<file path="src/include/scrc_pkg.sv">
// Purpose: Shared constants and types of the sensor-core control registers.
// Assumes: Register addresses are the 8-bit indices carried on the serial bus.
// Notes: Slave addresses are held as 7-bit values, the R/W bit excluded.
package scrc_pkg;
    localparam logic [7:0] REG_SHUTTER_DELAY = 8'h0C;
    localparam logic [7:0] REG_CORE_RESET_CONTROL = 8'h0D;
    localparam logic [15:0] RESET_VALUE = 16'h0000;
    localparam logic [15:0] READ_ZERO = 16'h0000;
    localparam int SHDLY_W = 14;
    localparam logic [6:0] SADDR_DEFAULT = 7'h5D;
    localparam logic [6:0] SADDR_ALT = 7'h48;
    localparam int BIT_HOLD = 15;
    localparam int BIT_SADDR_SEL = 10;
    localparam int BIT_RESTART_BAD = 9;
    localparam int BIT_SHOW_BAD = 8;
    localparam int POL_HI = 7;
    localparam int POL_LO = 6;
    localparam int BIT_PROC_RST = 5;
    localparam int BIT_OUT_DIS = 4;
    localparam int BIT_STANDBY = 2;
    localparam int BIT_RESTART = 1;
    localparam logic [15:0] CTRL_STORE_MASK = 16'h87FC;
    localparam logic [1:0] POL_PIN_TRI = 2'h2;
    localparam logic [3:0] BIT_LAST = 4'h7;
    localparam logic [3:0] CNT_ZERO = 4'h0;
    localparam logic [3:0] CNT_STEP = 4'h1;
    localparam logic [7:0] PTR_STEP = 8'h01;
    typedef struct packed {
        logic [7:0] addr;
        logic [15:0] data;
    } scrc_wr_s;
    typedef enum logic [2:0] {ST_IDLE, ST_ADDR, ST_REG, ST_WR, ST_RD} scrc_tw_e;
endpackage
</file>
<file path="src/design/scrc_core.sv">
// Purpose: Shutter delay and reset/control registers of the sensor core.
// Assumes: Frame start and geometry change strobes come from logic on i_clk_sys.
// Notes: Only the shutter delay is frame synchronised; the control word acts at once.
`timescale 1ns/100ps
// Contract
// - Shutter delay shortens integration by mode.
// - Delay beyond row time yields no image.
// - Hold bit keeps frame-synced updates pending.
// - Hold cleared: pending updates at next frame.
// - Default slave addresses are BA and BB.
// - Address select write ignored during standby pin.
// - Bad frame forces restart when enabled.
// - Show-bad bit chooses good or all frames.
// - First frame after geometry change is bad.
// - Policy field sets standby pin response.
// - Processor reset bit holds the processor.
// - Output disable puts pixel pins high-Z.
// - Output disable acts together with bit 6.
// - Standby bit enters low-power state.
// - Restart bit truncates frame, reads zero.
module scrc_core #(
    parameter int ROW_W = 16
) (
    input wire logic i_clk_sys,
    input wire logic i_sys_rst,
    input wire logic i_scl,
    input wire logic i_sda,
    output logic o_sda_out,
    output logic o_sda_oe,
    input wire logic i_standby_pin,
    input wire logic i_frame_start,
    input wire logic i_geom_change,
    input wire logic i_dual_adc,
    input wire logic [ROW_W-1:0] i_row_time,
    output logic [scrc_pkg::SHDLY_W:0] o_integ_cut_half,
    output logic o_no_image,
    output logic o_sync_update,
    output logic o_frame_out_en,
    output logic o_frame_bad,
    output logic o_restart,
    output logic o_proc_rst,
    output logic o_low_power,
    output logic o_pix_oe,
    output logic o_addr_alt
);
    logic wr_v;
    scrc_pkg::scrc_wr_s wr;
    logic [7:0] rd_addr;
    logic [15:0] rd_data;
    logic sb_pin;
    logic [scrc_pkg::SHDLY_W-1:0] shdly_q, shdly_act_q;
    logic shdly_pend_q;
    logic [15:0] ctrl_q, ctrl_d;
    logic bad_pend_q, cur_bad_q;

    scrc_twi_slave u_twi (
        .i_clk_sys(i_clk_sys),
        .i_sys_rst(i_sys_rst),
        .i_scl(i_scl),
        .i_sda(i_sda),
        .o_sda_out(o_sda_out),
        .o_sda_oe(o_sda_oe),
        .i_addr_alt(ctrl_q[scrc_pkg::BIT_SADDR_SEL]),
        .o_wr_v(wr_v),
        .o_wr(wr),
        .o_rd_addr(rd_addr),
        .i_rd_data(rd_data)
    );

    scrc_sync #(.WIDTH(1)) u_sb_sync (
        .i_clk_sys(i_clk_sys),
        .i_sys_rst(i_sys_rst),
        .i_d(i_standby_pin),
        .o_q(sb_pin)
    );

    function automatic logic hits(input logic [7:0] a, input logic [7:0] r);
        hits = (a == r);
    endfunction

    wire wr_sd = wr_v & hits(wr.addr, scrc_pkg::REG_SHUTTER_DELAY);
    wire wr_ct = wr_v & hits(wr.addr, scrc_pkg::REG_CORE_RESET_CONTROL);
    wire rd_sd = hits(rd_addr, scrc_pkg::REG_SHUTTER_DELAY);
    wire rd_ct = hits(rd_addr, scrc_pkg::REG_CORE_RESET_CONTROL);

    // The restart bit is never stored, so it reads back as zero.
    assign rd_data = rd_sd ? {{(16-scrc_pkg::SHDLY_W){1'b0}}, shdly_q} :
                     rd_ct ? ctrl_q : scrc_pkg::READ_ZERO;

    wire [15:0] ct_new = wr.data & scrc_pkg::CTRL_STORE_MASK;
    wire saddr_keep = sb_pin;

    always_comb
    begin
        ctrl_d = ctrl_q;
        if (wr_ct)
        begin
            ctrl_d = ct_new;
            if (saddr_keep)
                ctrl_d[scrc_pkg::BIT_SADDR_SEL] = ctrl_q[scrc_pkg::BIT_SADDR_SEL];
        end
    end

    wire hold = ctrl_q[scrc_pkg::BIT_HOLD];
    // Pending changes wait out the hold and land only on a frame start.
    wire upd = i_frame_start & ~hold;

    wire [1:0] pol = ctrl_q[scrc_pkg::POL_HI:scrc_pkg::POL_LO];
    wire pin_full = sb_pin & ~pol[1];
    wire pin_tri = sb_pin & (pol == scrc_pkg::POL_PIN_TRI);
    wire dis_tri = ctrl_q[scrc_pkg::BIT_OUT_DIS] & ctrl_q[scrc_pkg::POL_LO];
    wire hiz = pin_full | pin_tri | dis_tri;

    wire [scrc_pkg::SHDLY_W:0] cut_half = i_dual_adc ?
        {shdly_act_q, 1'b0} : {1'b0, shdly_act_q};
    // Compared in half pixel clocks so the single-converter case needs no division.
    wire [ROW_W+1:0] row_half = {1'b0, i_row_time, 1'b0};
    wire [ROW_W+1:0] cut_ext = (ROW_W+2)'(cut_half);
    wire no_img = cut_ext > row_half;

    wire bad_d = i_frame_start ? bad_pend_q : cur_bad_q;
    wire show_bad = ctrl_q[scrc_pkg::BIT_SHOW_BAD];
    wire restart_wr = wr_ct & wr.data[scrc_pkg::BIT_RESTART];
    wire restart_bad = i_frame_start & bad_pend_q & ctrl_q[scrc_pkg::BIT_RESTART_BAD];

    always_ff @(posedge i_clk_sys)
    begin
        if (i_sys_rst)
        begin
            shdly_q <= '0;
            shdly_act_q <= '0;
            shdly_pend_q <= 1'b0;
            ctrl_q <= scrc_pkg::RESET_VALUE;
            bad_pend_q <= 1'b0;
            cur_bad_q <= 1'b0;
        end
        else
        begin
            ctrl_q <= ctrl_d;
            if (wr_sd)
                shdly_q <= wr.data[scrc_pkg::SHDLY_W-1:0];
            if (upd & shdly_pend_q)
                shdly_act_q <= shdly_q;
            // A write beside the applying frame start stays pending.
            shdly_pend_q <= wr_sd | (shdly_pend_q & ~upd);
            bad_pend_q <= i_geom_change | (bad_pend_q & ~i_frame_start);
            cur_bad_q <= bad_d;
        end
    end

    always_ff @(posedge i_clk_sys)
    begin
        if (i_sys_rst)
        begin
            o_integ_cut_half <= '0;
            o_no_image <= 1'b0;
            o_sync_update <= 1'b0;
            o_frame_out_en <= 1'b0;
            o_frame_bad <= 1'b0;
            o_restart <= 1'b0;
            o_proc_rst <= 1'b0;
            o_low_power <= 1'b0;
            o_pix_oe <= 1'b0;
            o_addr_alt <= 1'b0;
        end
        else
        begin
            o_integ_cut_half <= cut_half;
            o_no_image <= no_img;
            o_sync_update <= upd;
            o_frame_out_en <= (show_bad | ~bad_d) & ~no_img;
            o_frame_bad <= bad_d;
            o_restart <= restart_wr | restart_bad;
            o_proc_rst <= ctrl_d[scrc_pkg::BIT_PROC_RST];
            o_low_power <= ctrl_q[scrc_pkg::BIT_STANDBY] | pin_full;
            o_pix_oe <= ~hiz;
            o_addr_alt <= ctrl_q[scrc_pkg::BIT_SADDR_SEL];
        end
    end
endmodule

</file>
<file path="src/design/scrc_sync.sv">
// Purpose: Two-flop synchroniser for levels arriving from pins.
// Assumes: Each bit is an independent level; no word coherence is kept.
// Notes: The first stage feeds only the second stage.
`timescale 1ns/100ps
module scrc_sync #(
    parameter int WIDTH = 1
) (
    input wire logic i_clk_sys,
    input wire logic i_sys_rst,
    input wire logic [WIDTH-1:0] i_d,
    output logic [WIDTH-1:0] o_q
);
    logic [WIDTH-1:0] meta_q;

    always_ff @(posedge i_clk_sys)
    begin
        if (i_sys_rst)
        begin
            meta_q <= '0;
            o_q <= '0;
        end
        else
        begin
            meta_q <= i_d;
            o_q <= meta_q;
        end
    end
endmodule

</file>
<file path="src/design/scrc_twi_slave.sv">
// Purpose: Two-wire serial slave moving 16-bit words to and from the bank.
// Assumes: Bus rate far below the system clock, so edges are seen by sampling.
// Notes: Words go high byte first; writes step the pointer, reads do not.
`timescale 1ns/100ps
module scrc_twi_slave (
    input wire logic i_clk_sys,
    input wire logic i_sys_rst,
    input wire logic i_scl,
    input wire logic i_sda,
    output logic o_sda_out,
    output logic o_sda_oe,
    input wire logic i_addr_alt,
    output logic o_wr_v,
    output scrc_pkg::scrc_wr_s o_wr,
    output logic [7:0] o_rd_addr,
    input wire logic [15:0] i_rd_data
);
    logic [1:0] pin_s;
    logic scl_p_q, sda_p_q, ack_q, hi_q, nack_q, oe_q, lead_q;
    logic [3:0] cnt_q;
    logic [7:0] sh_q, ptr_q, stash_q;
    logic [15:0] tx_q;
    scrc_pkg::scrc_tw_e st_q;

    scrc_sync #(.WIDTH(2)) u_sync (
        .i_clk_sys(i_clk_sys),
        .i_sys_rst(i_sys_rst),
        .i_d({i_scl, i_sda}),
        .o_q(pin_s)
    );

    wire scl = pin_s[1];
    wire sda = pin_s[0];
    wire start_w = scl & scl_p_q & sda_p_q & ~sda;
    wire stop_w = scl & scl_p_q & ~sda_p_q & sda;
    wire rise_w = scl & ~scl_p_q;
    wire fall_w = ~scl & scl_p_q;
    wire [6:0] my_addr = i_addr_alt ? scrc_pkg::SADDR_ALT : scrc_pkg::SADDR_DEFAULT;
    wire byte_end = fall_w & (cnt_q == scrc_pkg::BIT_LAST);
    wire ack_end = fall_w & cnt_q[3];
    wire tx_bit = tx_q[{hi_q, ~cnt_q[2:0]}];
    wire oe_d = ack_q | ((st_q == scrc_pkg::ST_RD) & ~cnt_q[3] & ~tx_bit);

    // Open drain: the line is only ever pulled low.
    assign o_sda_out = 1'b0;
    assign o_sda_oe = oe_q;
    assign o_rd_addr = ptr_q;

    always_ff @(posedge i_clk_sys)
    begin
        if (i_sys_rst)
        begin
            st_q <= scrc_pkg::ST_IDLE;
            scl_p_q <= 1'b1;
            sda_p_q <= 1'b1;
            ack_q <= 1'b0;
            hi_q <= 1'b1;
            nack_q <= 1'b1;
            oe_q <= 1'b0;
            lead_q <= 1'b0;
            cnt_q <= scrc_pkg::CNT_ZERO;
            sh_q <= '0;
            ptr_q <= '0;
            stash_q <= '0;
            tx_q <= '0;
            o_wr_v <= 1'b0;
            o_wr <= '0;
        end
        else
        begin
            scl_p_q <= scl;
            sda_p_q <= sda;
            oe_q <= oe_d;
            o_wr_v <= 1'b0;
            if (start_w)
            begin
                st_q <= scrc_pkg::ST_ADDR;
                cnt_q <= scrc_pkg::CNT_ZERO;
                // The clock fall that closes a start condition carries no bit.
                lead_q <= 1'b1;
                ack_q <= 1'b0;
            end
            else if (stop_w)
            begin
                st_q <= scrc_pkg::ST_IDLE;
                ack_q <= 1'b0;
            end
            else if (st_q != scrc_pkg::ST_IDLE)
            begin
                if (rise_w & ~cnt_q[3])
                    sh_q <= {sh_q[6:0], sda};
                if (rise_w & cnt_q[3])
                    nack_q <= sda;
                if (rise_w)
                    lead_q <= 1'b0;
                if (fall_w & ~lead_q)
                    cnt_q <= cnt_q[3] ? scrc_pkg::CNT_ZERO : cnt_q + scrc_pkg::CNT_STEP;
                if (byte_end)
                begin
                    unique case (st_q)
                        scrc_pkg::ST_ADDR:
                        begin
                            // A read starts low, so its address acknowledge turns it high.
                            hi_q <= ~sh_q[0];
                            if (sh_q[7:1] == my_addr)
                            begin
                                ack_q <= 1'b1;
                                st_q <= sh_q[0] ? scrc_pkg::ST_RD : scrc_pkg::ST_REG;
                                tx_q <= i_rd_data;
                            end
                            else
                                st_q <= scrc_pkg::ST_IDLE;
                        end
                        scrc_pkg::ST_REG:
                        begin
                            ptr_q <= sh_q;
                            ack_q <= 1'b1;
                            hi_q <= 1'b1;
                            st_q <= scrc_pkg::ST_WR;
                        end
                        scrc_pkg::ST_WR:
                        begin
                            ack_q <= 1'b1;
                            hi_q <= ~hi_q;
                            if (hi_q)
                                stash_q <= sh_q;
                            else
                            begin
                                o_wr_v <= 1'b1;
                                o_wr <= '{addr: ptr_q, data: {stash_q, sh_q}};
                                ptr_q <= ptr_q + scrc_pkg::PTR_STEP;
                            end
                        end
                        scrc_pkg::ST_IDLE, scrc_pkg::ST_RD:
                        begin
                        end
                    endcase
                end
                if (ack_end)
                begin
                    ack_q <= 1'b0;
                    if (st_q == scrc_pkg::ST_RD)
                    begin
                        // A master that refuses a byte ends the read.
                        if (nack_q)
                            st_q <= scrc_pkg::ST_IDLE;
                        else
                        begin
                            hi_q <= ~hi_q;
                            if (~hi_q)
                                tx_q <= i_rd_data;
                        end
                    end
                end
            end
        end
    end
endmodule

</file>
<file path="config.mk">
export PLATFORM = sky130hd
export DESIGN_NAME = scrc_core
export DESIGN_NICKNAME = d
export VERILOG_FILES = /design/src/include/scrc_pkg.sv /design/src/design/scrc_core.sv /design/src/design/scrc_sync.sv /design/src/design/scrc_twi_slave.sv
export SDC_FILE = /design/constraint.sdc
export NUM_CORES = 1
export LEC_CHECK = 0
export BUFFER_PORTS_ARGS = -buffer_cell sky130_fd_sc_hd__buf_2
export CORE_AREA = 3 3 147 106
export CTS_BUF_LIST = sky130_fd_sc_hd__clkbuf_16
export DETAILED_ROUTE_END_ITERATION = 10
export DIE_AREA = 0 0 150 109
export SYNTH_ARGS = -nofsm -noshare
export SYNTH_HDL_FRONTEND = slang
export SYNTH_HIERARCHICAL = 1
export SYNTH_SLANG_ARGS = --single-unit
</file>
<file path="constraint.sdc">
create_clock -name i_clk_sys -period 2.8 [get_ports i_clk_sys]
set_input_delay 0.14 -clock i_clk_sys [delete_from_list [all_inputs] [get_ports i_clk_sys]]
set_output_delay 0.14 -clock i_clk_sys [all_outputs]
set_load 0.005 [all_outputs]
</file>
Word-level counts from Yosys, hierarchy flattened
Index checks and enable logic that the tools add are counted.
{"block": "word_totals", "ff_bits": 148, "wordCells": 175}
{"block": "classes", "add_sub_neg": 2, "n_lt_le_gt_ge": 2, "eq_ne": 14, "muxes": 41, "bitwise": 58, "n_reduce_logical": 21}
{"op": "16-bit two-way mux", "n": 9}
{"op": "8-bit by 4-bit equality test with 1-bit output (second input constant)", "n": 4}
{"op": "1-bit bitwise AND", "n": 27}
{"op": "1-bit NOT", "n": 22}
{"op": "3-bit two-way mux", "n": 6}
{"op": "6-bit AND reduction", "n": 3}
{"op": "15-bit by 17-bit greater-than comparator with 1-bit output", "n": 1}
{"op": "1-bit two-way mux", "n": 17}
{"op": "8-bit one-hot mux with 2 select lines", "n": 1}
{"op": "15-bit two-way mux", "n": 1}
{"op": "4-bit AND reduction", "n": 3}
{"op": "3-bit AND reduction", "n": 3}
{"op": "3-bit nonzero test", "n": 3}
{"op": "8-bit by 1-bit adder with 8-bit output (second input constant)", "n": 1}
{"op": "8-bit two-way mux", "n": 1}
{"op": "1-bit OR", "n": 8}
{"op": "2-bit nonzero test", "n": 4}
{"op": "7-bit equality test", "n": 1}
{"op": "3-bit by 2-bit equality test with 1-bit output (second input constant)", "n": 2}
{"op": "3-bit one-hot mux with 2 select lines", "n": 1}
{"op": "6-bit OR reduction", "n": 1}
{"op": "4-bit by 5-bit less-than comparator with 1-bit output (second input constant)", "n": 1}
{"op": "5-bit two-way mux", "n": 1}
{"op": "4-bit by 1-bit adder with 4-bit output (second input constant)", "n": 1}
{"op": "15 further kinds", "n": 16}

Depth between registers and ports, before layout
Gate-level depths: netlist of run 1.
{"block": "logic_depth", "depth_word": 11, "depth_mapped": 9}

Hierarchy
The synthesis of run 1 kept the hierarchy.
{"module": "scrc_twi_slave", "n_inst": 1, "cells_per_inst": 385, "area_per_inst_um2": 3415.8, "seq_area_each_um2": 1581.5}
{"module": "scrc_core", "n_inst": 1, "cells_per_inst": 301, "area_per_inst_um2": 2803.9, "seq_area_each_um2": 1261.2}
{"module": "scrc_sync (u_twi.u_sync)", "n_inst": 1, "cells_per_inst": 8, "area_per_inst_um2": 105.1, "seq_area_each_um2": 80.1}
{"module": "scrc_sync (u_sb_sync)", "n_inst": 1, "cells_per_inst": 4, "area_per_inst_um2": 52.6, "seq_area_each_um2": 40.0}

Worst setup path before layout of run 1
OpenSTA, ideal clock, no wires.
{"block": "synth_path", "kind": "input -> register", "start": "input i_dual_adc", "end": "register o_no_image", "setup_time_ns": 0.116, "arrival_ns": 2.052, "path_slack_ns": 0.632, "stages": 9, "path_buffers": 2, "path_cell_list": "clkbuf_1 > buf_2 > mux2_2 > ha_1 > nand4_1 > or3_4 > nor2_4 > nand4_2 > and3b_1"}
{"block": "synth_between", "elab_chain_len": 2}
{"item": "start: declaration", "line": "scrc_core.sv:33", "text": "input wire logic i_dual_adc,"}
{"item": "15-bit two-way mux", "line": "scrc_core.sv:114", "text": "wire [scrc_pkg::SHDLY_W:0] cut_half = i_dual_adc ?"}
{"item": "via cut_half, one bit", "line": "scrc_core.sv:114"}
{"item": "15-bit by 17-bit greater-than comparator with 1-bit output", "line": "scrc_core.sv:119", "text": "wire no_img = cut_ext > row_half;"}
{"item": "end signal: assignment", "line": "scrc_core.sv:169", "text": "o_no_image <= no_img;"}
{"item": "end: declaration", "line": "scrc_core.sv:36", "text": "output logic o_no_image,"}
The timed path passes the listed nets, and every way through them passes these cells.
A chain may end at the register's enable or synchronous reset.

Final worst setup path of run 1
{"block": "layout_path", "start": "register u_twi.cnt_q[1]", "end": "register u_twi.ptr_q[1] (netlist: u_twi/o_rd_addr[1])"}
{"block": "layout_between", "elab_chain_len": 3}
{"item": "start: declaration", "line": "scrc_twi_slave.sv:20", "text": "logic [3:0] cnt_q;"}
{"item": "start signal: assignment", "line": "scrc_twi_slave.sv:61", "text": "cnt_q <= scrc_pkg::CNT_ZERO;"}
{"item": "start signal: assignment", "line": "scrc_twi_slave.sv:78", "text": "cnt_q <= scrc_pkg::CNT_ZERO;"}
{"item": "start signal: assignment", "line": "scrc_twi_slave.sv:97", "text": "cnt_q <= cnt_q[3] ? scrc_pkg::CNT_ZERO : cnt_q + scrc_pkg::CNT_STEP;"}
{"item": "4-bit by 3-bit equality test with 1-bit output", "line": "scrc_twi_slave.sv:39", "text": "wire byte_end = fall_w & (cnt_q == scrc_pkg::BIT_LAST);"}
{"item": "1-bit bitwise AND", "line": "scrc_twi_slave.sv:39"}
{"item": "6-bit AND reduction (no line)"}
{"item": "end signal: assignment", "line": "scrc_twi_slave.sv:116", "text": "ptr_q <= sh_q;"}
{"item": "end signal: assignment", "line": "scrc_twi_slave.sv:131", "text": "ptr_q <= ptr_q + scrc_pkg::PTR_STEP;"}
{"item": "end: declaration", "line": "scrc_twi_slave.sv:21", "text": "logic [7:0] sh_q, ptr_q, stash_q;"}
No other way between the ends.

==> results of run 1 <==
routing by layer:
layer | share of wire [%] | track usage (%) | vias up | wire, um
met5 | 0 | 0 | - | 0
li1 | - | - | 2445 | -
met3 | 2.9 | 3.12 | 16 | 433
met1 | 55 | 29.8 | 2420 | 8180
met4 | 1.2 | 5.87 | 0 | 172
met2 | 40 | 25.5 | 70 | 5960
power groups by stage:
stage,logic [mW],registers (mW),clock network (mW)
floorplan,0.0705,2.14,0
global placement,0.108,2.14,0
detailed placement,0.110,2.14,0
CTS,0.115,2.10,2.45
global route,0.127,2.10,2.53
finish,0.113,2.10,2.40
worst register-to-register path, cell delays in order, from the launching register on:
cell and delay [ns]:
sky130_fd_sc_hd__dfxtp_1 0.48, sky130_fd_sc_hd__ha_1 0.33, sky130_fd_sc_hd__nand2b_1 0.15, sky130_fd_sc_hd__nor4_4 0.69
sky130_fd_sc_hd__buf_4 0.24, sky130_fd_sc_hd__nor2_1 0.04, sky130_fd_sc_hd__a211oi_1 0.20
what timing repair did:
item	in CTS	in global routing
hold endpoints to repair	4	0
resized for setup	0	0
hold buffers	4	0
final timing paths:
path	from	end	slack, ns	depth (start not counted)
max	u_twi/cnt_q[1]	u_twi/o_rd_addr[1]	0.58	6
min	i_frame_start	o_restart	0.05	3
max reg2reg	u_twi/cnt_q[1]	u_twi/o_rd_addr[1]	0.58	6
min reg2reg	u_sb_sync/meta_q	u_sb_sync/o_q	0.45	1
per-stage QoR:
stage	hold slack, ns	power (mW)	std cells	utilization (%)	cell area (um^2)
after floorplan	0.212	2.21	691	-	6310
after global placement	0.349	2.25	902	47.8	6710
after detailed placement	0.360	2.25	902	47.8	6710
after CTS	0.0374	4.66	937	52.5	7370
after global routing	0.0588	4.75	937	52.5	7370
final	0.0504	4.61	937	52.5	7370
sequential cells by signal, summed over array words and instances (netlist names), 4 cells and up:
name,cells
u_twi/cnt_q,4
u_twi/stash_q,7
ctrl_q,10
u_twi/tx_q,16
u_twi/o_rd_addr,8
u_twi/o_wr,23
shdly_act_q,14
u_twi/sh_q,8
shdly_q,14
o_integ_cut_half,15
area by class of cell:
class                           instances  area (um^2)
Sequential cell                       146         2920
Multi-Input combinational cell        483         3130
Clock buffer                           17          425
Inverter                               22         82.6
Clock inverter                         14          196
Fill cell                            1341         6680
Tap cell                              190          238
Timing Repair Buffer                   65          380
==> Flow_metrics.wiki, run 1 <==
{| class="wikitable"
! Metric !! Value
|-
| Chip height || roughly 110 um
|-
| Hold Crit Class || primary input to register
|-
| Max Slew Vio Count || 0
|-
| Family with the most delay on the worst path || simple AND/OR/NAND/NOR gates
|-
| Longest Clk Path Bufs || 2
|-
| Share of cells above drive strength 1 || approximately 17%
|-
| Largest net degree at the start of global routing || 75
|-
| Clock network latency to the later pin of the worst-skew pair || between 0.4 and 0.5 ns
|-
| Final worst-path cycle share || about four fifths
|-
| Most common library cell in the layout ignoring fill and taps || sky130_fd_sc_hd__dfxtp_1
|-
| Number of sinks handled by clock tree synthesis || around 150
|-
| Wire length of the first global-routing pass || approximately 24000 um
|-
| Required time at the endpoint of the critical path || roughly 3.1 ns
|-
| DR iter-0 viols || between 300 and 400
|-
| Setup repair after global routing missed its margin || no
|-
| Site row count || 36
|-
| Master cell of the clock root buffer || sky130_fd_sc_hd__clkbuf_16
|-
| Portion of total power attributed to sequential cells || around 46%
|-
| Hold Violations, Final || 0
|-
| CTS tree || done
|-
| Count of antenna-violating nets left after detailed routing || 0
|-
| Relative contribution of combinational cells to total power || 2.5%
|-
| Synthesized area divided by synthesized cell count || slightly above 9 um^2
|-
| HPWL after detailed placement || 10500 um
|-
| Combined global-route utilization of all metal layers || between 10% and 20%
|-
| Worst Max-Slew Pin Slew || ~0.77 ns
|-
| ANT cells || 0
|-
| Cell Pwr Density || about 630 nW/um^2
|-
| Die area || 16400 um^2
|-
| Place WS || 0.602 ns
|-
| Number of clock buffers inserted by TritonCTS || 17
|-
| First-pass iteration count of the detailed router || 5
|-
| Post-CTS setup buffer count || 0
|-
| Worst stage delay on the critical path || between 0.6 and 0.7 ns
|-
| CP Class || register to register
|-
| Setup TNS Final || 0 ns
|-
| Critical path capture point type || register
|-
| Number of nets in the finished design || between 700 and 800
|-
| Layout Area Growth over Synthesis || 16.8%
|-
| Peak VDD IR || slightly above 0.0005 V
|-
| Setup WS post-layout || between 0.5 and 0.6 ns
|-
| Wirelength per Cell || roughly 16 um
|-
| Starting utilization of the core area || around 45%
|-
| Final-report setup violation count || 0
|-
| Die Wd || 150 um
|-
| Port bufs || 48
|-
| Net count after synthesis || ~730
|-
| Final estimated routing congestion in global placement || 0.857
|-
| Clock transition time at the flip-flop clock pins of the worst setup and hold paths || 0.06 ns
|-
| Via count of the first global-routing pass || between 4k and 5k
|-
| Result of the run || finished clean
|-
| Initial antenna violation count || 0
|-
| Ports placed on the boundary || 50
|-
| Total number of H-tree levels || 4
|-
| WL final || around 15000 um
|-
| Cells along the critical path || ha_1, nand2b_1, nor4_4, buf_4, nor2_1, a211oi_1
|-
| Internal portion of total power || 3.69 mW
|-
| Bufs and invs on worst path || 1
|-
| Max Cap Violations || 0
|-
| Maximum clock rate || around 0.45 GHz
|-
| Synth Warn # || 6
|-
| Headroom to the max-slew limit || around 49%
|-
| Mapped Cells || 691
|-
| Crit start category || register
|-
| Vias post-DR || around 5.0k
|-
| Critical-path maximum fanout || 14
|-
| Cell area after synthesis || approximately 6300 um^2
|-
| Min Clock Period, post-route || ~2.2 ns
|-
| Highest-count cells in the layout ignoring fill and taps || sky130_fd_sc_hd__dfxtp_1, sky130_fd_sc_hd__nor2_1, sky130_fd_sc_hd__nand2_1
|-
| Switching fraction of total power || about a fifth
|-
| Worst path slowest cell || sky130_fd_sc_hd__nor4_4
|-
| Clock network fraction of design power || 52.0%
|-
| Residual overflow from global routing || 0
|-
| Placeable core area || approximately 14000 um^2
|-
| Static leakage || between 3 and 4 nW
|-
| Critical path data arrival time || 2.53 ns
|-
| Number of design rule violations left after detail routing || 0
|-
| Worst clock skew || 0.00783 ns
|-
| NetSw || around 920 uW
|-
| Mean number of vias per cell || around 5.3
|}
Power figures use the tool's default switching activity.
==> run 2: changes to the inputs <==
ABC_AREA = 1   (was default)
CORE_AREA = 3 3 148 107   (was 3 3 147 106)
DIE_AREA = 0 0 151 110   (was 0 0 150 109)
clock period = 2.1 ns   (was 2.8 ns; I/O delays follow)
==> run 2 against run 1 <==
Net effect: combinational power rose by 69%; sequential power increased by 33%; register-to-register slack worse by 0.28 ns; clock skew up 0.00069 ns; cell count up 21%; global-route usage increased by 0.17 points; clock power up 22%; critical endpoint is now u_twi/stash_q[2]; sequential share of layout area down 0.15 points; die area is 1.6% higher; non-clock buffer count up 2; worst hold slack better by 0.033 ns; synthesized cell count grew 27%.
==> Flow_metrics.wiki, run 2 <==
{| class="wikitable"
! Metric !! Value
|-
| Result of the run || finished clean
|-
| Portion of total power attributed to sequential cells || about 47%
|-
| GR Layer Usage met1 || between 20% and 30%
|-
| Switching fraction of total power || ~22%
|-
| Relative contribution of combinational cells to total power || between 3 and 4%
|-
| First-pass iteration count of the detailed router || 5
|-
| Count of cells resized by post-cts repair || 0
|-
| Vias post-DR || approximately 5.5k
|-
| Max reg flops || 23
|-
| Initial antenna violation count || 0
|-
| Registers with the most flip-flops || u_twi/o_wr (23), u_twi/tx_q (16), o_integ_cut_half (15)
|-
| Min Clock Period, post-route || roughly 1.8 ns
|-
| Starting utilization of the core area || 44.1%
|-
| Cell count after placement || roughly 1.1k
|-
| Max Slew Vio Count || 0
|-
| Worst Max-Slew Pin Slew || 0.598 ns
|-
| Ports placed on the boundary || 50
|-
| Cell Pwr Density || roughly 800 nW/um^2
|-
| Met3 track demand over resource in global routing || ~4.3%
|-
| Most congested layer reported by global routing || met1
|-
| Worst clock skew || about 0.0085 ns
|-
| Fillcell total || roughly 1.5k
|-
| Static leakage || approximately 3.3 nW
|-
| Count of antenna-violating nets left after detailed routing || 0
|-
| Internal reg-to-reg setup slack || approximately 0.3 ns
|-
| Wire length of the first global-routing pass || roughly 25000 um
|-
| Number of design rule violations left after detail routing || 0
|-
| Net count after synthesis || approximately 920
|-
| Worst r2r path cells || 7
|-
| Hold Crit Class || primary input to register
|-
| Die Wd || 151 um
|-
| Via count of the first global-routing pass || ~5.0k
|-
| Setup repair after global routing missed its margin || no
|-
| Critical path data arrival time || 2.14 ns
|-
| Clock transition time at the flip-flop clock pins of the worst setup and hold paths || roughly 0.06 ns
|-
| Combined global-route utilization of all metal layers || approximately a fifth
|-
| Clock network fraction of design power || 49.5%
|-
| First element of the critical path || u_twi/cnt_q[1]
|-
| Maximum clock rate || ~0.56 GHz
|-
| Site row count || 37
|-
| Headroom to the max-slew limit || between 50% and 60%
|-
| Cell area after synthesis || 6410 um^2
|-
| Highest-count cells in the layout ignoring fill and taps || sky130_fd_sc_hd__nand2_1, sky130_fd_sc_hd__dfxtp_1, sky130_fd_sc_hd__inv_1
|-
| Residual overflow from global routing || 0
|-
| Longest Clk Path Bufs || 2
|-
| Final standard cell count with taps included and fillers excluded || ~1.1k
|-
| Hold Violations, Final || 0
|-
| Chip height || between 100 and 150 um
|-
| Most common library cell in the layout ignoring fill and taps || sky130_fd_sc_hd__nand2_1
|-
| CTS tree || done
|-
| Met2 Resource Use GR || roughly a quarter
|-
| Setup WS post-layout || about 0.30 ns
|-
| Largest net degree at the start of global routing || slightly above 60
|-
| WL final || between 10000 and 15000 um
|-
| Mean number of vias per cell || a little under 5
|-
| Minimum hold slack || between 0.08 and 0.09 ns
|-
| Post-route design area || about 7400 um^2
|-
| Share of cells above drive strength 1 || a little under an eighth
|-
| Internal portion of total power || approximately 4.6 mW
|-
| Clock network latency to the later pin of the worst-skew pair || about 0.42 ns
|-
| Port bufs || between 40 and 50
|-
| Master cell of the clock root buffer || sky130_fd_sc_hd__clkbuf_16
|-
| NetSw || 1.33 mW
|-
| Worst flop-to-flop path startpoint || u_twi/cnt_q[1]
|-
| Synthesized area divided by synthesized cell count || roughly 7.3 um^2
|-
| Critical path endpoint || u_twi/stash_q[2]
|-
| Place WS || 0.129 ns
|-
| Placeable core area || roughly 15000 um^2
|-
| CP Class || register to register
|-
| DR iter-0 viols || 330
|-
| Final-report setup violation count || 0
|-
| Final estimated routing congestion in global placement || between 0.7 and 0.8
|-
| Required time at the endpoint of the critical path || roughly 2.5 ns
|-
| Wirelength per Cell || 13.2 um
|-
| HPWL after detailed placement || roughly 11000 um
|-
| Synth Warn # || 6
|-
| Capture point of the worst reg-to-reg path || u_twi/stash_q[2]
|-
| Critical path capture point type || register
|-
| Max Cap Violations || 0
|-
| Mapped Cells || 876
|-
| Area of placed instances || 6780 um^2
|-
| Critical-path maximum fanout || 14
|-
| Crit start category || register
|-
| ANT cells || 0
|-
| Number of nets in the finished design || 964
|-
| Die area || 16600 um^2
|-
| Most flop-heavy register || u_twi/o_wr
|-
| Setup TNS Final || 0 ns
|-
| Peak VDD IR || approximately 0.00056 V
|-
| Layout Area Growth over Synthesis || 15.5%
|-
| Total number of H-tree levels || 4
|-
| Final worst-path cycle share || a little under nine tenths
|-
| Number of clock buffers inserted by TritonCTS || 17
|-
| Number of sinks handled by clock tree synthesis || 146
|}
-- run 2: cell count changes in the layout (fill, tap and decap cells not counted), moves of 11 or more --
| cell | before | now |
|---|---|---|
| sky130_fd_sc_hd__inv_1 | 24 | 141 |
| sky130_fd_sc_hd__o21ai_0 | 5 | 84 |
| sky130_fd_sc_hd__nand2_1 | 87 | 154 |
| sky130_fd_sc_hd__mux2i_1 | 63 | 0 |
| sky130_fd_sc_hd__a21oi_1 | 58 | 114 |
| sky130_fd_sc_hd__nand3_1 | 7 | 38 |
| sky130_fd_sc_hd__nor2b_1 | 22 | 0 |
| sky130_fd_sc_hd__nor2_1 | 92 | 78 |
| sky130_fd_sc_hd__mux2_2 | 12 | 0 |
| sky130_fd_sc_hd__a22o_1 | 11 | 0 |
-- run 2: cell type report --
type                            instances  area, um^2  area share [%]
Inverter                              145         544            7.35
Sequential cell                       146        2920            39.5
Clock inverter                         15         144            1.94
Tap cell                              195         244            3.30
Timing Repair Buffer                   67         408            5.51
Multi-Input combinational cell        547        2710            36.7
Clock buffer                           17         425            5.75
-- run 2: repair_timing --
item,CTS,global route
setup endpoints to repair,0,0
buffers inserted,0,0
endpoints found under the hold margin,5,0
hold buffers,5,0
-- run 2: power by group through the flow --
stage	logic, mW	clock network [mW]	registers [mW]
floorplan	0.119	0	2.86
global placement	0.183	0	2.86
detailed placement	0.183	0	2.86
CTS	0.192	2.97	2.80
global route	0.222	3.10	2.80
finish	0.191	2.93	2.80
-- run 2: worst min path at each step --
stage               start                     end  slack [ns]  cells after the start
2_1_floorplan   i_sys_rst        u_sb_sync/meta_q        0.18                      1
3_3_place_gp        i_scl  u_twi/u_sync/meta_q[1]        0.31                      3
3_5_place_dp        i_scl  u_twi/u_sync/meta_q[1]        0.31                      3
4_1_cts        i_dual_adc    o_integ_cut_half[14]        0.08                      3
5_1_grt         i_sys_rst        u_sb_sync/meta_q        0.09                      2
6_report        i_sys_rst     u_twi/u_sync/o_q[0]        0.08                      2
-- run 2: worst max-delay path: stages (launching register included) --
cell	delay, ns
sky130_fd_sc_hd__dfxtp_1	0.45
sky130_fd_sc_hd__ha_1	0.23
sky130_fd_sc_hd__nand2_2	0.08
sky130_fd_sc_hd__nor2_4	0.17
sky130_fd_sc_hd__inv_2	0.07
sky130_fd_sc_hd__nor3_4	0.41
sky130_fd_sc_hd__o21ai_0	0.16
sky130_fd_sc_hd__a21oi_1	0.14
-- run 2: metal layers --
metal	wire length [um]	up-vias
met5	0	-
met4	150	0
met2	5790	114
met1	8340	2449
li1	-	2903
met3	683	14
-- run 2: per-stage QoR --
step / utilization [%] / power, mW
6_report: 50.9 / 5.92
5_1_grt: 50.9 / 6.12
4_1_cts: 50.9 / 5.96
3_5_place_dp: 46.7 / 3.04
3_3_place_gp: 46.7 / 3.04
2_1_floorplan: - / 2.98
==> run 3: changes to the inputs <==
MAX_ROUTING_LAYER = met4   (was default)
==> run 3 against run 2 <==
Net effect: power hardly changed; fmax about the same; sequential share of layout area is the same; largest cell class unchanged; via count down 0.47%; worst setup slack is essentially flat; flip-flop and latch count unchanged; non-clock buffer count did not move.
==> Flow_metrics.wiki, run 3 (same netlist as run 2, synthesis figures left out) <==
{| class="wikitable"
! Metric !! Value
|-
| Result of the run || finished clean
|-
| Combined global-route utilization of all metal layers || around a fifth
|-
| Initial antenna violation count || 0
|-
| Longest Clk Path Bufs || 2
|-
| Bufs and invs on worst path || 1
|-
| Count of antenna-violating nets left after detailed routing || 0
|-
| Logic depth of the worst setup path including buffers || 7
|-
| Max Slew Vio Count || 0
|-
| Most common library cell in the layout ignoring fill and taps || sky130_fd_sc_hd__nand2_1
|-
| Maximum clock rate || approximately 0.56 GHz
|-
| Hold Path Cell Cnt || 2
|-
| Internal reg-to-reg setup slack || 0.30 ns
|-
| Die Wd || approximately 150 um
|-
| Number of nets in the finished design || 964
|-
| Final standard cell count with taps included and fillers excluded || ~1.1k
|-
| Family with the most delay on the worst path || simple AND/OR/NAND/NOR gates
|-
| Setup repair after global routing missed its margin || no
|-
| Largest net degree at the start of global routing || just over 60
|-
| Clock network latency to the later pin of the worst-skew pair || ~0.42 ns
|-
| Ports placed on the boundary || 50
|-
| Post-CTS setup buffer count || 0
|-
| DR iter-0 viols || 371
|-
| First-pass iteration count of the detailed router || 4
|-
| Placeable core area || approximately 15000 um^2
|-
| Worst clock skew || between 0.008 and 0.009 ns
|-
| Wirelength per Cell || about 13 um
|-
| Worst Max-Slew Pin Slew || about 0.6 ns
|-
| Final estimated routing congestion in global placement || 0.806
|-
| Cell count after placement || roughly 1.1k
|-
| Required time at the endpoint of the critical path || about 2.5 ns
|-
| Worst r2r path cells || 7
|-
| Via count of the first global-routing pass || approximately 5.0k
|-
| Hold Crit Class || primary input to register
|-
| Final-report setup violation count || 0
|-
| Residual overflow from global routing || 0
|-
| Chip height || 110 um
|-
| Headroom to the max-slew limit || roughly three fifths
|-
| Critical-path maximum fanout || 14
|-
| Cells along the critical path || ha_1, nand2_2, nor2_4, inv_2, nor3_4, o21ai_0, a21oi_1
|-
| Final worst-path cycle share || around 86%
|-
| CP Class || register to register
|-
| Registers with the most flip-flops || u_twi/o_wr (23), u_twi/tx_q (16), o_integ_cut_half (15)
|-
| Total number of H-tree levels || 4
|-
| Die area || between 15000 and 20000 um^2
|-
| Min Clock Period, post-route || roughly 1.8 ns
|-
| Starting utilization of the core area || between 40 and 50%
|-
| Peak VDD IR || around 0.00056 V
|-
| Hold Violations, Final || 0
|-
| HPWL after detailed placement || 10500 um
|-
| Wire length of the first global-routing pass || ~25000 um
|-
| Number of sinks handled by clock tree synthesis || roughly 150
|-
| Mean number of vias per cell || around 4.8
|-
| CTS tree || done
|-
| Cell Pwr Density || about 800 nW/um^2
|-
| Port bufs || 48
|-
| Number of clock buffers inserted by TritonCTS || 17
|-
| Fillcell total || between 1k and 1.5k
|-
| ANT cells || 0
|-
| Site row count || 37
|-
| Clock transition time at the flip-flop clock pins of the worst setup and hold paths || around 0.06 ns
|-
| Worst path slowest cell || sky130_fd_sc_hd__dfxtp_1
|-
| Setup TNS Final || 0 ns
|-
| Critical path capture point type || register
|-
| Most flop-heavy register || u_twi/o_wr
|-
| WL final || around 15000 um
|-
| Max Cap Violations || 0
|-
| Worst stage delay on the critical path || about 0.45 ns
|-
| Critical path data arrival time || ~2.1 ns
|-
| Max reg flops || 23
|-
| Count of cells resized by post-cts repair || 0
|-
| Crit start category || register
|-
| Highest-count cells in the layout ignoring fill and taps || sky130_fd_sc_hd__nand2_1, sky130_fd_sc_hd__dfxtp_1, sky130_fd_sc_hd__inv_1
|-
| Vias post-DR || around 5.5k
|-
| Static leakage || about 3.3 nW
|-
| Master cell of the clock root buffer || sky130_fd_sc_hd__clkbuf_16
|-
| Number of design rule violations left after detail routing || 0
|-
| Layout Area Growth over Synthesis || 15.5%
|-
| Share of cells above drive strength 1 || 11.6%
|}
[run 3: cell counts in the layout (fill, tap and decap cells not counted)]
No cell type changed its count.
[run 3: cell type report]
class	count	area [um^2]	share of cell area, %
Timing Repair Buffer	67	408	5.51
Multi-Input combinational cell	547	2710	36.7
Clock inverter	15	144	1.94
Inverter	145	544	7.35
Clock buffer	17	425	5.75
Sequential cell	146	2920	39.5
Tap cell	195	244	3.30
[run 3: through the flow]
step / hold slack, ns / setup slack [ns] / utilization [%] / total power, mW / area (um^2)
3_3_place_gp: 0.306 / 0.142 / 46.7 / 3.04 / 6780
5_1_grt: 0.0937 / 0.0981 / 50.9 / 6.12 / 7400
3_5_place_dp: 0.311 / 0.129 / 46.7 / 3.04 / 6780
4_1_cts: 0.0782 / 0.304 / 50.9 / 5.96 / 7400
6_report: 0.0829 / 0.304 / 50.9 / 5.91 / 7400
2_1_floorplan: 0.176 / 0.632 / - / 2.98 / 6410
[run 3: repair_timing]
| action | in CTS | in global routing |
|---|---|---|
| hold endpoints to repair | 5 | 0 |
| endpoints found under the setup margin | 0 | 0 |
| hold buffers | 5 | 0 |
[run 3: worst register-to-register path, delay by kind of cell, from the launching register on]
family,cells,cell delay [ns]
adders and majority gates,1,0.23
and+or+nand+nor,3,0.66
DFF,1,0.45
buffers and inverters,1,0.08
AOI/OAI and AO/OA,2,0.31
[run 3: path summary, 6_finish.rpt]
check,from,to
worst max register to register,u_twi/cnt_q[1],u_twi/stash_q[2]
worst max-delay path,u_twi/cnt_q[1],u_twi/stash_q[2]
worst min-delay path,i_sys_rst,u_twi/u_sync/o_q[0]
worst min register to register,u_twi/u_sync/meta_q[0],u_twi/u_sync/o_q[0]
[run 3: layer usage]
metal  up-vias  GRT usage [%]  part of all wire, %
li1       2901              -                    -
met2        92           26.3                   39
met1      2446           29.3                   56
met3        15           4.21                  4.0
met4         0           4.46                 0.96
met5         -              -                    0
[run 3: power breakdown]
| part | switching, mW | leakage, nW | internal, mW |
|---|---|---|---|
| logic | 0.124 | 1.80 | 0.0662 |
| clock network | 1.19 | 0.277 | 1.74 |
| registers | 0.00933 | 1.18 | 2.79 |
